`config.mk`:
```
export PLATFORM = sky130hd
export DESIGN_NAME = psg_gen
export DESIGN_NICKNAME = d
export VERILOG_FILES = /design/src/hdl/psg_pkg.sv /design/src/hdl/psg_gen.sv
export VERILOG_INCLUDE_DIRS = /design/src /design/src/hdl
export SDC_FILE = /design/constraint.sdc
export NUM_CORES = 1
export LEC_CHECK = 0
export BUFFER_PORTS_ARGS = -buffer_cell sky130_fd_sc_hd__buf_2
export CORE_MARGIN = 10
export CORE_UTILIZATION = 35
export DETAILED_ROUTE_END_ITERATION = 8
export PLACE_DENSITY_LB_ADDON = 0.1
export REMOVE_ABC_BUFFERS = 1
export SYNTH_ARGS = -nofsm -noshare
export SYNTH_HDL_FRONTEND = slang
export SYNTH_SLANG_ARGS = --single-unit
```
`constraint.sdc`:
```
create_clock -name core_clk -period 11.71 [get_ports core_clk]
set_clock_uncertainty 0.15 [all_clocks]
set_input_delay 2.342 -clock core_clk [delete_from_list [all_inputs] [get_ports core_clk]]
set_output_delay 2.342 -clock core_clk [all_outputs]
set_load 0.05 [all_outputs]
```
`src/hdl/psg_params.svh`:
```
`ifndef PSG_PARAMS_SVH
`define PSG_PARAMS_SVH
// ****************************************
// Time base
// ****************************************
`define PSG_CLK_PERIOD_PS 4000
`define PSG_MS_PS 1000000000
`define PSG_TICK_CYC (`PSG_MS_PS / `PSG_CLK_PERIOD_PS)
`define PSG_HALF_CYC (`PSG_TICK_CYC / 2)
`define PSG_HALF_US 500
// ****************************************
// Register offsets
// ****************************************
`define PSG_OFF_CTRL 8'h00
`define PSG_OFF_RATE 8'h04
`define PSG_OFF_ACTION 8'h08
`define PSG_OFF_STATUS 8'h0c
`define PSG_OFF_ANOM_INT 8'h10
`define PSG_OFF_ANOM_CNT 8'h14
`define PSG_OFF_ADJ_INT 8'h18
`define PSG_OFF_ADJ_CNT 8'h1c
// ****************************************
// Control fields and reset values
// ****************************************
`define PSG_CTRL_MODE_LSB 0
`define PSG_CTRL_VT_BIT 2
`define PSG_CTRL_TYPE_LSB 3
`define PSG_CTRL_DIR_BIT 7
`define PSG_CTRL_RATE_LSB 8
`define PSG_CTRL_INIT_BIT 11
`define PSG_CTRL_COOL_BIT 12
`define PSG_CTRL_RST 13'h0000
`define PSG_RATE_RST 14'h03e8
// ****************************************
// Sequence timing, in ms unless noted; the G, L and A values are slot counts
// ****************************************
`define PSG_INIT_MS 30000
`define PSG_INIT_STEP_MS 1000
`define PSG_COOL_MIN_MS 60000
`define PSG_ANOM_MIN_MS 30000
`define PSG_ALT_MS 30000
`define PSG_RATE0_MS 1000
`define PSG_RATE1_MS 2000
`define PSG_RATE2_MS 5000
`define PSG_RATE3_MS 10000
`define PSG_RATE_MAX_MS 10000
`define PSG_VT_MIN_MS 1000
`define PSG_STS_MIN_MS 340
`define PSG_CONT_MIN_MS 34
`define PSG_VT_ADD_US 2000
`define PSG_STS_ADD_US 500
`define PSG_G26 26
`define PSG_L26 27
`define PSG_A26 13
`define PSG_G87 87
`define PSG_L87 90
`define PSG_A87 43
`endif

```
`src/hdl/psg_pkg.sv`:
```
package psg_pkg;
   typedef enum logic [1:0] {
      RUN_IDLE = 2'b00,
      RUN_INIT = 2'b01,
      RUN_COOL = 2'b10,
      RUN_SEQ = 2'b11
   } psg_run_t;
   typedef enum logic [3:0] {
      SQ_SINGLE = 4'h0, SQ_BURST = 4'h1, SQ_PHASE = 4'h2, SQ_CONT = 4'h3,
      SQ_CONT_C = 4'h4, SQ_CONT_A = 4'h5, SQ_P87 = 4'h6, SQ_P87_C = 4'h7,
      SQ_P87_A = 4'h8, SQ_P26 = 4'h9, SQ_P26_C = 4'ha, SQ_P26_A = 4'hb,
      SQ_SALT = 4'hc, SQ_DALT = 4'hd
   } psg_seq_t;
   typedef enum logic [1:0] {
      MODE_FIXED = 2'b00,
      MODE_FREQ = 2'b01,
      MODE_SEQ = 2'b10
   } psg_mode_t;
   typedef struct packed {
      psg_run_t run;
      logic pend;
      logic refused;
      logic calc_done;
      logic [12:0] ctrl;
      logic [13:0] urate;
      logic [19:0] half_cnt;
      logic half_ph;
      logic [23:0] anom_int;
      logic [11:0] nmax;
      logic [11:0] ncyc;
      logic [23:0] anom_cnt;
      logic [23:0] adj_cnt;
      logic [6:0] slot;
      logic [23:0] ph_cnt;
      logic [2:0] extra;
      logic alt_dec;
      logic move;
      logic move_dec;
      logic [31:0] rdata;
   } psg_state_t;
endpackage

```
`src/hdl/psg_gen.sv`:
```
`timescale 1ns/1ps
`include "psg_params.svh"
`default_nettype none
module psg_gen #(
   parameter int TICK_CYC = `PSG_TICK_CYC,
   parameter int HALF_CYC = `PSG_HALF_CYC
) (
   // Clock and reset
   input wire logic core_clk,
   input wire logic rst_n,
   // Register port
   input wire logic [7:0] reg_addr,
   input wire logic [31:0] reg_wdata,
   input wire logic reg_wr,
   input wire logic reg_rd,
   output logic [31:0] reg_rdata,
   // Pointer movement and status
   output logic ptr_move,
   output logic ptr_dec,
   output logic [1:0] run_state
);
   // ****************************************
   // Decode helpers
   // ****************************************
   function automatic logic [13:0] rate_ms(input logic [2:0] sel,
                                           input logic [13:0] usr);
      case (sel)
         3'h0: rate_ms = 14'(`PSG_RATE0_MS);
         3'h1: rate_ms = 14'(`PSG_RATE1_MS);
         3'h2: rate_ms = 14'(`PSG_RATE2_MS);
         3'h3: rate_ms = 14'(`PSG_RATE3_MS);
         default: rate_ms = usr;
      endcase
   endfunction

   function automatic logic fam26(input psg_pkg::psg_seq_t t);
      fam26 = (t == psg_pkg::SQ_P26) || (t == psg_pkg::SQ_P26_C) ||
              (t == psg_pkg::SQ_P26_A);
   endfunction

   function automatic logic fam87(input psg_pkg::psg_seq_t t);
      fam87 = (t == psg_pkg::SQ_P87) || (t == psg_pkg::SQ_P87_C) ||
              (t == psg_pkg::SQ_P87_A);
   endfunction

   // Burst, phase transient and continuous cancel/add are not built and are always refused
   function automatic logic type_ok(input psg_pkg::psg_seq_t t,
                                    input logic vt);
      if (fam26(t)) begin
         type_ok = vt;
      end else if (fam87(t)) begin
         type_ok = !vt;
      end else begin
         type_ok = (t == psg_pkg::SQ_SINGLE) || (t == psg_pkg::SQ_CONT) ||
                   (t == psg_pkg::SQ_SALT) || (t == psg_pkg::SQ_DALT);
      end
   endfunction

   psg_pkg::psg_state_t q, d;
   psg_pkg::psg_seq_t styp;
   logic vt, cdir, is26, is87, cancel, add, anom, alt, fix30, valid, rng_ok;
   logic half, tick, act_wr;
   logic [1:0] mode;
   logic [13:0] ival;
   logic [6:0] grp, len, apos;
   logic [23:0] adj_int, per, first, cool_ms;
   logic [2:0] addh;

   assign mode = q.ctrl[`PSG_CTRL_MODE_LSB +: 2];
   assign vt = q.ctrl[`PSG_CTRL_VT_BIT];
   assign styp = psg_pkg::psg_seq_t'(q.ctrl[`PSG_CTRL_TYPE_LSB +: 4]);
   assign cdir = q.ctrl[`PSG_CTRL_DIR_BIT];
   assign ival = rate_ms(q.ctrl[`PSG_CTRL_RATE_LSB +: 3], q.urate);
   assign is26 = fam26(styp);
   assign is87 = fam87(styp);
   assign cancel = (styp == psg_pkg::SQ_P26_C) || (styp == psg_pkg::SQ_P87_C);
   assign add = (styp == psg_pkg::SQ_P26_A) || (styp == psg_pkg::SQ_P87_A);
   assign anom = cancel || add;
   assign alt = (styp == psg_pkg::SQ_SALT) || (styp == psg_pkg::SQ_DALT);
   assign fix30 = alt || (styp == psg_pkg::SQ_SINGLE);
   assign grp = is87 ? 7'(`PSG_G87) : 7'(`PSG_G26);
   assign len = is87 ? 7'(`PSG_L87) : 7'(`PSG_L26);
   assign apos = cancel ? grp : (is87 ? 7'(`PSG_A87) : 7'(`PSG_A26));
   assign adj_int = fix30 ? 24'(`PSG_ALT_MS) : {10'h000, ival};
   assign per = 24'(ival * len);
   assign first = 24'(ival * apos);
   // Added move delay counted in half-ms steps
   assign addh = vt ? 3'(`PSG_VT_ADD_US / `PSG_HALF_US)
                    : 3'(`PSG_STS_ADD_US / `PSG_HALF_US);
   assign cool_ms = (anom && q.anom_int > 24'(`PSG_COOL_MIN_MS)) ?
                    q.anom_int : 24'(`PSG_COOL_MIN_MS);
   always_comb begin
      if (is26) begin
         rng_ok = ival >= 14'(`PSG_VT_MIN_MS);
      end else if (is87) begin
         rng_ok = ival >= 14'(`PSG_STS_MIN_MS);
      end else if (styp == psg_pkg::SQ_CONT) begin
         rng_ok = ival >= 14'(`PSG_CONT_MIN_MS);
      end else begin
         rng_ok = 1'b1;
      end
      if (!fix30 && ival > 14'(`PSG_RATE_MAX_MS)) begin
         rng_ok = 1'b0;
      end
   end
   assign valid = (mode == psg_pkg::MODE_SEQ) && type_ok(styp, vt) &&
                  rng_ok;
   assign act_wr = reg_wr && (reg_addr == `PSG_OFF_ACTION);
   assign half = q.half_cnt == 20'(HALF_CYC - 1);
   assign tick = half && q.half_ph;

   // ****************************************
   // Next state
   // ****************************************
   always_comb begin
      logic go_seq;
      logic fire;
      logic fdir;
      go_seq = 1'b0;
      fire = 1'b0;
      fdir = alt ? q.alt_dec : cdir;
      d = q;
      d.move = 1'b0;
      d.half_cnt = half ? 20'h00000 : q.half_cnt + 20'h00001;
      d.half_ph = half ? !q.half_ph : q.half_ph;
      // N search: adds one pattern period (len intervals) until 30 s is reached
      if (!q.calc_done) begin
         if (q.anom_int < 24'(`PSG_ANOM_MIN_MS) && per != 24'h000000) begin
            d.anom_int = q.anom_int + per;
            d.nmax = q.nmax + 12'h001;
         end else begin
            d.calc_done = 1'b1;
         end
      end
      if (q.run == psg_pkg::RUN_INIT && tick) begin
         d.ph_cnt = q.ph_cnt - 24'h000001;
         d.adj_cnt = q.adj_cnt - 24'h000001;
         if (q.adj_cnt == 24'h000001) begin
            d.adj_cnt = 24'(`PSG_INIT_STEP_MS);
            fire = 1'b1;
            fdir = cdir;
         end
         if (q.ph_cnt == 24'h000001) begin
            go_seq = 1'b1;
         end
      end
      if (q.run[1] && half && q.extra != 3'h0) begin
         d.extra = q.extra - 3'h1;
         if (q.extra == 3'h1) begin
            fire = 1'b1;
            if (styp == psg_pkg::SQ_DALT) begin
               d.alt_dec = !q.alt_dec;
            end
         end
      end
      // Cool-down and running both drive the pattern
      if (q.run[1] && tick) begin
         if (q.run == psg_pkg::RUN_COOL) begin
            d.ph_cnt = q.ph_cnt - 24'h000001;
            if (q.ph_cnt == 24'h000001) begin
               d.run = psg_pkg::RUN_SEQ;
            end
         end
         if (anom) begin
            d.anom_cnt = q.anom_cnt - 24'h000001;
         end
         d.adj_cnt = q.adj_cnt - 24'h000001;
         if (q.adj_cnt == 24'h000001) begin
            d.adj_cnt = adj_int;
            if (is26 || is87) begin
               fire = q.slot < grp;
               if (anom && q.ncyc == 12'h000 && q.slot == apos - 7'h01) begin
                  d.anom_cnt = q.anom_int;
                  if (cancel) begin
                     fire = 1'b0;
                  end else begin
                     d.extra = addh;
                  end
               end
               d.slot = q.slot + 7'h01;
               if (q.slot == len - 7'h01) begin
                  d.slot = 7'h00;
                  d.ncyc = (q.ncyc == q.nmax - 12'h001) ? 12'h000
                           : q.ncyc + 12'h001;
               end
            end else begin
               fire = 1'b1;
               if (styp == psg_pkg::SQ_SALT) begin
                  d.alt_dec = !q.alt_dec;
               end else if (styp == psg_pkg::SQ_DALT) begin
                  // Pairs are 2 ms apart whatever the pointer type
                  d.extra = 3'(`PSG_VT_ADD_US / `PSG_HALF_US);
               end
            end
         end
      end
      if (go_seq || (q.pend && q.calc_done && !q.ctrl[`PSG_CTRL_INIT_BIT])) begin
         d.run = q.ctrl[`PSG_CTRL_COOL_BIT] ? psg_pkg::RUN_COOL
                                             : psg_pkg::RUN_SEQ;
         d.ph_cnt = cool_ms;
         d.adj_cnt = adj_int;
         d.slot = 7'h00;
         d.ncyc = 12'h000;
         d.anom_cnt = anom ? first : 24'h000000;
         d.alt_dec = 1'b0;
         d.extra = 3'h0;
         d.pend = 1'b0;
      end else if (q.pend && q.calc_done) begin
         d.run = psg_pkg::RUN_INIT;
         d.ph_cnt = 24'(`PSG_INIT_MS);
         d.adj_cnt = 24'(`PSG_INIT_STEP_MS);
         d.pend = 1'b0;
      end
      d.move = fire;
      d.move_dec = fire ? fdir : q.move_dec;
      // Register writes
      if (reg_wr) begin
         case (reg_addr)
            `PSG_OFF_CTRL: begin
               d.ctrl = reg_wdata[12:0];
               d.calc_done = 1'b0;
               d.anom_int = 24'h000000;
               d.nmax = 12'h000;
            end
            `PSG_OFF_RATE: begin
               d.urate = reg_wdata[13:0];
               d.calc_done = 1'b0;
               d.anom_int = 24'h000000;
               d.nmax = 12'h000;
            end
            default: begin
            end
         endcase
      end
      if (act_wr) begin
         if (q.run != psg_pkg::RUN_IDLE || q.pend) begin
            d.run = psg_pkg::RUN_IDLE;
            d.pend = 1'b0;
            d.move = 1'b0;
            d.extra = 3'h0;
         end else if (valid) begin
            d.pend = 1'b1;
            d.refused = 1'b0;
         end else begin
            d.refused = 1'b1;
         end
      end
      if (mode != psg_pkg::MODE_SEQ && q.run != psg_pkg::RUN_IDLE) begin
         d.run = psg_pkg::RUN_IDLE;
         d.pend = 1'b0;
         d.move = 1'b0;
         d.extra = 3'h0;
      end
      // Read data stands one cycle only
      d.rdata = 32'h00000000;
      if (reg_rd) begin
         case (reg_addr)
            `PSG_OFF_CTRL: d.rdata = {19'h00000, q.ctrl};
            `PSG_OFF_RATE: d.rdata = {18'h00000, q.urate};
            `PSG_OFF_STATUS: d.rdata = {28'h0000000, q.pend, q.refused,
                                        q.run};
            `PSG_OFF_ANOM_INT: d.rdata = {8'h00, anom ? q.anom_int
                                                      : 24'h000000};
            `PSG_OFF_ANOM_CNT: d.rdata = {8'h00, q.anom_cnt};
            `PSG_OFF_ADJ_INT: d.rdata = {8'h00, adj_int};
            `PSG_OFF_ADJ_CNT: d.rdata = {8'h00, q.adj_cnt};
            default: d.rdata = 32'h00000000;
         endcase
      end
   end

   always_ff @(posedge core_clk or negedge rst_n) begin
      if (!rst_n) begin
         q <= '0;
         q.run <= psg_pkg::RUN_IDLE;
         q.ctrl <= `PSG_CTRL_RST;
         q.urate <= `PSG_RATE_RST;
      end else begin
         q <= d;
      end
   end

   assign reg_rdata = q.rdata;
   assign ptr_move = q.move;
   assign ptr_dec = q.move_dec;
   assign run_state = q.run;
endmodule
`default_nettype wire

```
; Word-level counts from Yosys, hierarchy flattened
; Index checks and enable logic that the tools add are counted.
[word_totals]
out_inout_bits = 36
reg_bits = 218
wordCells = 219
in_bits = 44
[classes]
eq_ne = 30
n_lt_le_gt_ge = 7
multipliers = 2
mux = 93
n_reduce_logical = 54
add_sub_neg = 12
n_bitwise = 1
[op_table]
columns = cell, n
row1 = two-way mux 24 bit, 13
row2 = two-way mux 36 bit, 6
row3 = case mux 24 bit (7 select lines), 1
row4 = two-way mux 95 bit, 1
row5 = subtractor 24 x 1 -> 24 bit (second input constant), 3
row6 = two-way mux 67 bit, 1
row7 = case mux 14 bit (4 select lines), 1
row8 = == test 24 x 1 -> 1 bit (second input constant), 2
row9 = multiplier 14 x 7 -> 21 bit, 2
row10 = two-way mux 7 bit, 6
row11 = two-way mux 3 bit, 12
row12 = two-way mux 1 bit, 35
row13 = == test 8 x 5 -> 1 bit (second input constant), 4
row14 = two-way mux 28 bit, 1
row15 = adder 12 x 1 -> 12 bit (second input constant), 2
row16 = adder 24 x 21 -> 24 bit, 1
row17 = == test 4 bit (second input constant), 6
row18 = > comparator 24 x 16 -> 1 bit (second input constant), 1
row19 = < comparator 24 x 15 -> 1 bit (second input constant), 1
row20 = two-way mux 12 bit, 2
row21 = nonzero test 24 bit, 1
row22 = two-way mux 21 bit, 1
row23 = adder 20 x 1 -> 20 bit (second input constant), 1
row24 = == test 20 x 17 -> 1 bit (second input constant), 1
row25 = other kinds (42), 94

; Longest topological paths before layout
; Gate-level depths: netlist (run 1).
[logic_depth]
ltp_word = 16
depth_mapped = 27
ltp_nobuf = 26

; Worst setup path after synthesis (run 1)
; No wires, ideal clock.
[synth_timing]
kind = register to register
from = reg q[210] (netlist bit)
to = reg q[162] (netlist bit)
t_required_ps = 11425
arrival_ps = 6400
path_slack_ps = 5025
setup_ps = 135
synth_period_minus_slack_ps = 6685
stages_incl_launch_ff = 25
path_buffers = 1
cell_sequence = dfrtp_1 -> clkbuf_1 -> nor2_1 -> a21oi_1 -> clkinv_1 -> ha_1 -> fa_1 -> fa_1 -> inv_1 -> fa_1 -> inv_1 -> ha_1 -> a21o_1 -> a21oi_1 -> nand2_1 -> o311ai_0 -> ha_1 -> nand2_1 -> a2bb2oi_1 -> o31ai_1 -> o41a_1 -> a311oi_1 -> a21oi_1 -> a311oi_1 -> o31ai_1
[synth_lines]
columns = element, line
row1 = "start, declared", psg_gen.sv:59  ; psg_pkg::psg_state_t q, d;

==> flow_metrics.env, run 1 <==
export IMPL_drcViolationCount=0
export IMPL_global_route_wire_length_before_repair_um=98800
export IMPL_grt_antenna_before_repair=0
export IMPL_area_growth_pct=9.62
export IMPL_share_clk_of_total_power_pct=26.9
export IMPL_setup_repair_after_global_routing_missed_its_margin="false"
export IMPL_gpl_final_weighted_congestion=0.859
export IMPL_vias=16500
export IMPL_crit_required_ns=12.06
export IMPL_max_freq_mhz=122
export IMPL_postSynthRegisterBits=210
export IMPL_synth_enable_flop_cells=0
export IMPL_pwr_share_seq_pct=24.8
export IMPL_switching_share_pct=40.4
export IMPL_floorplan_die_width_um=252
export IMPL_fin_hold_ws_ns=0.335
export IMPL_post_cts_resize_count=0
export IMPL_standard_cell_row_count=85
export IMPL_drt_wirelength_per_cell_um=21.6
export IMPL_grt_max_degree=75
export IMPL_cts_hold_buf=0
export IMPL_post_dp_hpwl_um=47400
export IMPL_timing_max_cap_violations=0
export IMPL_grt_util_all_layers_pct=19.7
export IMPL_cts_h_tree_depth=1
export IMPL_cts_sinks=210
export IMPL_die_area_um2=63700
export IMPL_clkTransAtPathRegs_ns=0.06
export IMPL_synth_area_leader_cell="dfrtp_1"
export IMPL_synth_flop_cell="dfrtp_1"
export IMPL_power_combinational_fraction_pct=48.3
export IMPL_nNetsFinal=2501
export IMPL_grt_remaining_overflow=0
export IMPL_clock_tree_root_cell="clkbuf_16"
export IMPL_design_portCount=80
export IMPL_finalMaxSlewViolations=0
export IMPL_fin_setup_tns_ns=0
export IMPL_core_region_area_um2=53700
export IMPL_initial_utilization_pct=35.2
export IMPL_total_leakage_power_nw=9.74
export IMPL_cp_slowest_cell="o31ai_4"
export IMPL_worstSetupStartpointType="flop"
export IMPL_die_height_um=252
export IMPL_post_synth_inst_count=2213
export IMPL_max_slew_worst_pin_slew_ns=1.17
export IMPL_irDropWorstVdd_v=0.000174
export IMPL_worst_hold_path_num_cells=1
export IMPL_final_min_period_over_clock_period_pct=69.9
export IMPL_port_buffer_count=53
export IMPL_ys_async_sr_fraction_pct=100
export IMPL_tritoncts="built"
export IMPL_power_switching_mw=1.33
export IMPL_timing_slew_headroom_pct=21.8
export IMPL_buffer_levels_on_the_longest_clock_path=3
export IMPL_critPathMaxFanout=30
export IMPL_synth_area_per_cell_um2=8.55
export IMPL_synth_sequential_area_ratio_pct=27.8
export IMPL_critical_path_cell_chain="nor2b_1, a21oi_1, buf_4, clkinv_1, ha_1, fa_1, fa_1, fa_1, ha_1, inv_1, o21bai_1, a21oi_1, a31oi_4, a2111oi_0, nor4b_1, nand4b_1, o31ai_4, o21ai_0, a21oi_1"
export IMPL_syn_cell_area_um2=18900
export IMPL_synthesis_yosys_warnings=0
export IMPL_drt_initial_drc_count=1451
export IMPL_wirelength_um=63400
export IMPL_timing_final_crit_period_ns=8.19
export IMPL_layout_drive_gt1_share_pct=9.33
export IMPL_internal_power_mw=1.97
export IMPL_cts_made_buffers=26
export IMPL_holdCritPathClass="flop to flop"
export IMPL_drt_first_pass_iters=6
export IMPL_final_antenna_net_count=0
export IMPL_postCtsSetupRepairBufs=0
export IMPL_hold_violations=0
export IMPL_status="finished, final reports clean"
export IMPL_clock_latency_ns=0.58
export IMPL_routed_vias_inst=5.61
export IMPL_crit_path_end_kind="flop"
export IMPL_synth_top_cells_by_area="dfrtp_1 27%, fa_1 9.7%, ha_1 9.5%"
export IMPL_first_global_vias=16200
export IMPL_antennaDiodeCount=0
export IMPL_critical_path_max_stage_delay_ns=1.12
export IMPL_final_setup_viol_count=0
export IMPL_power_density_nw_per_um2=159
export IMPL_synth_top_cell_area_share_pct=27.0
export IMPL_category_of_the_critical_setup_timing_path="flop to flop"
export IMPL_regToRegSetupSlack_ns=3.52
export IMPL_synth_cell_types=90
export IMPL_cp_data_arrival_time_ns=8.54
export IMPL_depth_of_the_worst_register_to_register_path=19
## area by class of cell
class                           count  area [um2]
Timing Repair Buffer               87         531
Clock inverter                     17         243
Fill cell                        5482       33000
Inverter                          172         646
Tap cell                          696         871
Sequential cell                   210        5260
Clock buffer                       31         699
Multi-Input combinational cell   1724       12500
## layer usage
layer	share of wire (%)	vias to the layer above	GRT usage, %
li1	-	7733	-
met1	46	8205	27.1
met2	47	474	32.6
met3	5.6	74	2.25
met4	1.9	0	4.41
met5	0	-	0
## through the flow
step	area, um2	setup slack (ns)	std cells	util, %	total power [mW]
6_report	20700	3.52	2937	38.6	3.31
4_1_cts	20700	3.52	2937	38.6	3.34
5_1_grt	20700	2.93	2937	38.6	3.57
2_1_floorplan	18400	4.49	2106	-	2.04
3_5_place_dp	19800	3.51	2889	36.9	2.43
3_3_place_gp	19800	3.63	2889	36.9	2.42
## cell usage in the layout, fill, tap and decap left out, drive strengths merged, types with 15 or more instances in the layout
cell,count
xnor2,77
ha,144
fa,92
a22oi,31
clkbuf,31
mux2,31
o22ai,15
nor2b,20
nor4,33
and3,23
dfrtp,204
nand2,198
inv,166
a21oi,154
nand3,43
nand2b,56
mux2i,24
or3,32
xor2,45
nor3,58
o21ai,135
or4,18
a21o,28
clkinv,18
nor2,237
o31ai,16
buf,87
a31oi,28
## flip-flops by register name (all words and copies together) (netlist names)
name and count:
q 179, mode 2, cdir 1, ptr_move 1, run_state 2, reg_rdata 24, ptr_dec 1
## power by group through the flow
stage / logic [mW] / registers [mW] / clock network, mW
final: 1.60 / 0.818 / 0.891
after global routing: 1.81 / 0.820 / 0.939
after CTS: 1.61 / 0.816 / 0.913
after detailed placement: 1.60 / 0.830 / 0
after global placement: 1.59 / 0.829 / 0
after floorplan: 1.25 / 0.790 / 0
## final timing paths
| kind | from | end |
|---|---|---|
| worst max-delay path | q[210] | q[132] |
| worst min-delay path | q[176] | q[176] |
| worst max register to register | q[210] | q[132] |
| worst min register to register | q[176] | q[176] |
| max in group asynchronous | rst_n | q[100] |
| min in group asynchronous | rst_n | q[172] |
## logic make-up after synthesis
| group | synth area share [%] |
|---|---|
| fa+ha+maj | 19.3 |
| buf+inv | 6.53 |
| other cells | 0.0198 |
| xor+xnor | 5.65 |
| compound gates | 17.4 |
| simple gates | 20.2 |
| flops | 27.8 |
| mux | 3.12 |
## critical path, delay by kind of cell, from the launching register on
kind / cells / cell delay, ns
AOI/OAI and AO/OA: 8 / 3.20
adders and majority gates: 5 / 2.35
buffers and inverters: 3 / 0.80
DFF: 1 / 0.83
and+or+nand+nor: 3 / 0.78
## synth_stat cells, types with 15 or more instances
| library cell | count |
|---|---|
| ha_1 | 144 |
| nor2b_1 | 20 |
| nand2b_1 | 56 |
| nor4_1 | 32 |
| a31oi_1 | 27 |
| xnor2_1 | 77 |
| fa_1 | 92 |
| or3_1 | 28 |
| inv_1 | 166 |
| clkbuf_1 | 65 |
| nand3_1 | 43 |
| or4_1 | 15 |
| nor3_1 | 57 |
| mux2_2 | 31 |
| o21ai_0 | 127 |
| nand2_1 | 197 |
| xor2_1 | 45 |
| nor2_1 | 234 |
| mux2i_1 | 24 |
| o31ai_1 | 15 |
| buf_4 | 36 |
| dfrtp_1 | 204 |
| a21o_1 | 27 |
| and3_1 | 23 |
| a22oi_1 | 31 |
| a21oi_1 | 153 |
| o22ai_1 | 15 |
No activity file was read; power rests on OpenSTA's default activity.
==> run 2: changes to the inputs <==
==> constraint.sdc (replaced) <==
create_clock -name core_clk -period 7.3 [get_ports core_clk]
set_clock_uncertainty 0.15 [all_clocks]
set_input_delay 1.46 -clock core_clk [delete_from_list [all_inputs] [get_ports core_clk]]
set_output_delay 1.46 -clock core_clk [all_outputs]
set_load 0.05 [all_outputs]
==> flow_metrics.env, run 2 (same netlist as run 1, synthesis figures left out) <==
export IMPL_status="finished, final reports clean"
export IMPL_place_detailed_instances=2930
export IMPL_stdcell_count=2977
export IMPL_cp_data_arrival_time_ns=7.06
export IMPL_tritoncts="built"
export IMPL_final_setup_viol_count=0
export IMPL_buffer_levels_on_the_longest_clock_path=3
export IMPL_timing_max_cap_violations=0
export IMPL_total_leakage_power_nw=9.92
export IMPL_critical_path_max_stage_delay_ns=0.55
export IMPL_finalMaxSlewViolations=0
export IMPL_clkTransAtPathRegs_ns=0.06
export IMPL_detailedPlace_worstSlack_ns=0.193
export IMPL_final_fill_count=5436
export IMPL_timing_critical_path_mode_cell="ha_1"
export IMPL_area_growth_pct=11.2
export IMPL_nNetsFinal=2542
export IMPL_hold_violations=0
export IMPL_final_antenna_net_count=0
export IMPL_final_min_period_over_clock_period_pct=92.6
export IMPL_drcViolationCount=0
export IMPL_critPathMaxFanout=11
export IMPL_layout_drive_gt1_share_pct=11.0
export IMPL_worstSetupStartpointType="flop"
export IMPL_vias=16500
export IMPL_floorplan_die_width_um=252
export IMPL_max_slew_worst_pin_slew_ns=1.24
export IMPL_drt_initial_drc_count=1088
export IMPL_category_of_the_critical_setup_timing_path="flop to flop"
export IMPL_crit_path_end_kind="flop"
export IMPL_mostFrequentLayoutCell="nor2_1"
export IMPL_mostFrequentLayoutCells="233 x nor2_1, 203 x dfrtp_1, 197 x nand2_1"
export IMPL_post_dp_hpwl_um=49500
export IMPL_fin_hold_ws_ns=0.335
export IMPL_port_buffer_count=53
export IMPL_flip_flop_count_of_the_largest_register_all_copies_and_words_added=179
export IMPL_fin_setup_tns_ns=0
export IMPL_core_region_area_um2=53700
export IMPL_grt_max_degree=114
export IMPL_power_density_nw_per_um2=254
export IMPL_routed_vias_inst=5.53
export IMPL_cp_slowest_cell="fa_1"
export IMPL_holdCritPathClass="flop to flop"
export IMPL_max_freq_mhz=148
export IMPL_standard_cell_row_count=85
export IMPL_crit_required_ns=7.60
export IMPL_worst_hold_path_num_cells=1
export IMPL_irDropWorstVdd_v=0.000253
export IMPL_die_area_um2=63700
export IMPL_cts_made_buffers=26
export IMPL_grt_antenna_before_repair=0
export IMPL_grt_util_all_layers_pct=19.8
export IMPL_timing_slew_headroom_pct=17.1
export IMPL_cts_sinks=210
export IMPL_gpl_final_weighted_congestion=0.896
export IMPL_drt_wirelength_per_cell_um=21.4
export IMPL_antennaDiodeCount=0
export IMPL_first_global_vias=16200
export IMPL_grt_remaining_overflow=0
export IMPL_largest_register="q"
export IMPL_setup_repair_after_global_routing_missed_its_margin="false"
export IMPL_global_route_wire_length_before_repair_um=99300
export IMPL_fin_worst_setup_slack_ns=0.543
export IMPL_depth_of_the_worst_register_to_register_path=27
export IMPL_die_height_um=252
export IMPL_design_portCount=80
export IMPL_wirelength_um=63800
export IMPL_clock_tree_root_cell="clkbuf_16"
export IMPL_timing_final_crit_period_ns=6.76
export IMPL_clock_latency_ns=0.56
export IMPL_initial_utilization_pct=35.2
export IMPL_drt_first_pass_iters=6
export IMPL_cts_h_tree_depth=1
[run 2: changes by cell type in the layout (fill, tap and decap cells not counted), sizes merged]
cell	delta
buf	+41
clkbuf	+3
clkinvlp	+2
clkinv	-5
bufinv	-1
[run 2: power by group]
part / switching [mW] / leakage, nW / internal (mW)
Combinational: 1.52 / 6.73 / 1.15
Clock: 0.538 / 0.441 / 0.836
Sequential: 0.105 / 2.75 / 1.20
Total: 2.16 / 9.92 / 3.18
[run 2: metrics by stage]
stage / utilization [%] / area [um2] / power, mW
global route: 39.2 / 21000 / 5.78
floorplan: - / 18400 / 3.27
global placement: 37.5 / 20100 / 3.96
finish: 39.2 / 21000 / 5.34
CTS: 39.1 / 21000 / 5.38
detailed placement: 37.5 / 20100 / 3.98
[run 2: final cells by class]
type,instances,area (um2),area share (%)
multi-input combinational,1724,12500,59.4
timing repair buffer,128,851,4.05
clock buffer,34,721,3.43
inverter,172,646,3.07
tap,696,871,4.14
sequential,210,5260,25.0
clock inverter,13,181,0.863
[run 2: worst paths after layout]
| path | start | end | slack [ns] |
|---|---|---|---|
| setup / recovery | q[210] | q[160] | 0.54 |
| setup reg to reg | q[210] | q[160] | 0.54 |
| min in group asynchronous | rst_n | q[170] | 0.81 |
| hold / removal | q[185] | q[185] | 0.34 |
| hold reg to reg | q[185] | q[185] | 0.34 |
| max in group asynchronous | rst_n | q[210] | 4.57 |
[run 2: worst max-delay path: cells and delay by family, from the launching register on]
| kind | cells | cell delay, ns |
|---|---|---|
| AO/OA/AOI/OAI | 11 | 2.58 |
| adder cells (fa/ha/maj) | 6 | 2.36 |
| AND/OR/NAND/NOR | 4 | 0.35 |
| flip-flops | 1 | 0.49 |
| XOR/XNOR | 1 | 0.08 |
| buffers and inverters | 5 | 0.66 |
[run 2: metal layers]
layer  part of all wire [%]  global-route usage (%)  vias to the layer above
met5                      0                       0                        -
met4                    2.0                    4.93                        0
met3                    5.5                    2.88                       71
met2                     46                    31.9                      434
met1                     46                    27.5                     8164
li1                       -                       -                     7797
[run 2: what timing repair did]
| item | in CTS | in global routing |
|---|---|---|
| buffers inserted | 0 | 0 |
| endpoints found under the hold margin | 0 | 0 |
| setup endpoints to repair | 0 | 23 |
| resized for setup | 0 | 5 |
| hold buffers | 0 | 0 |
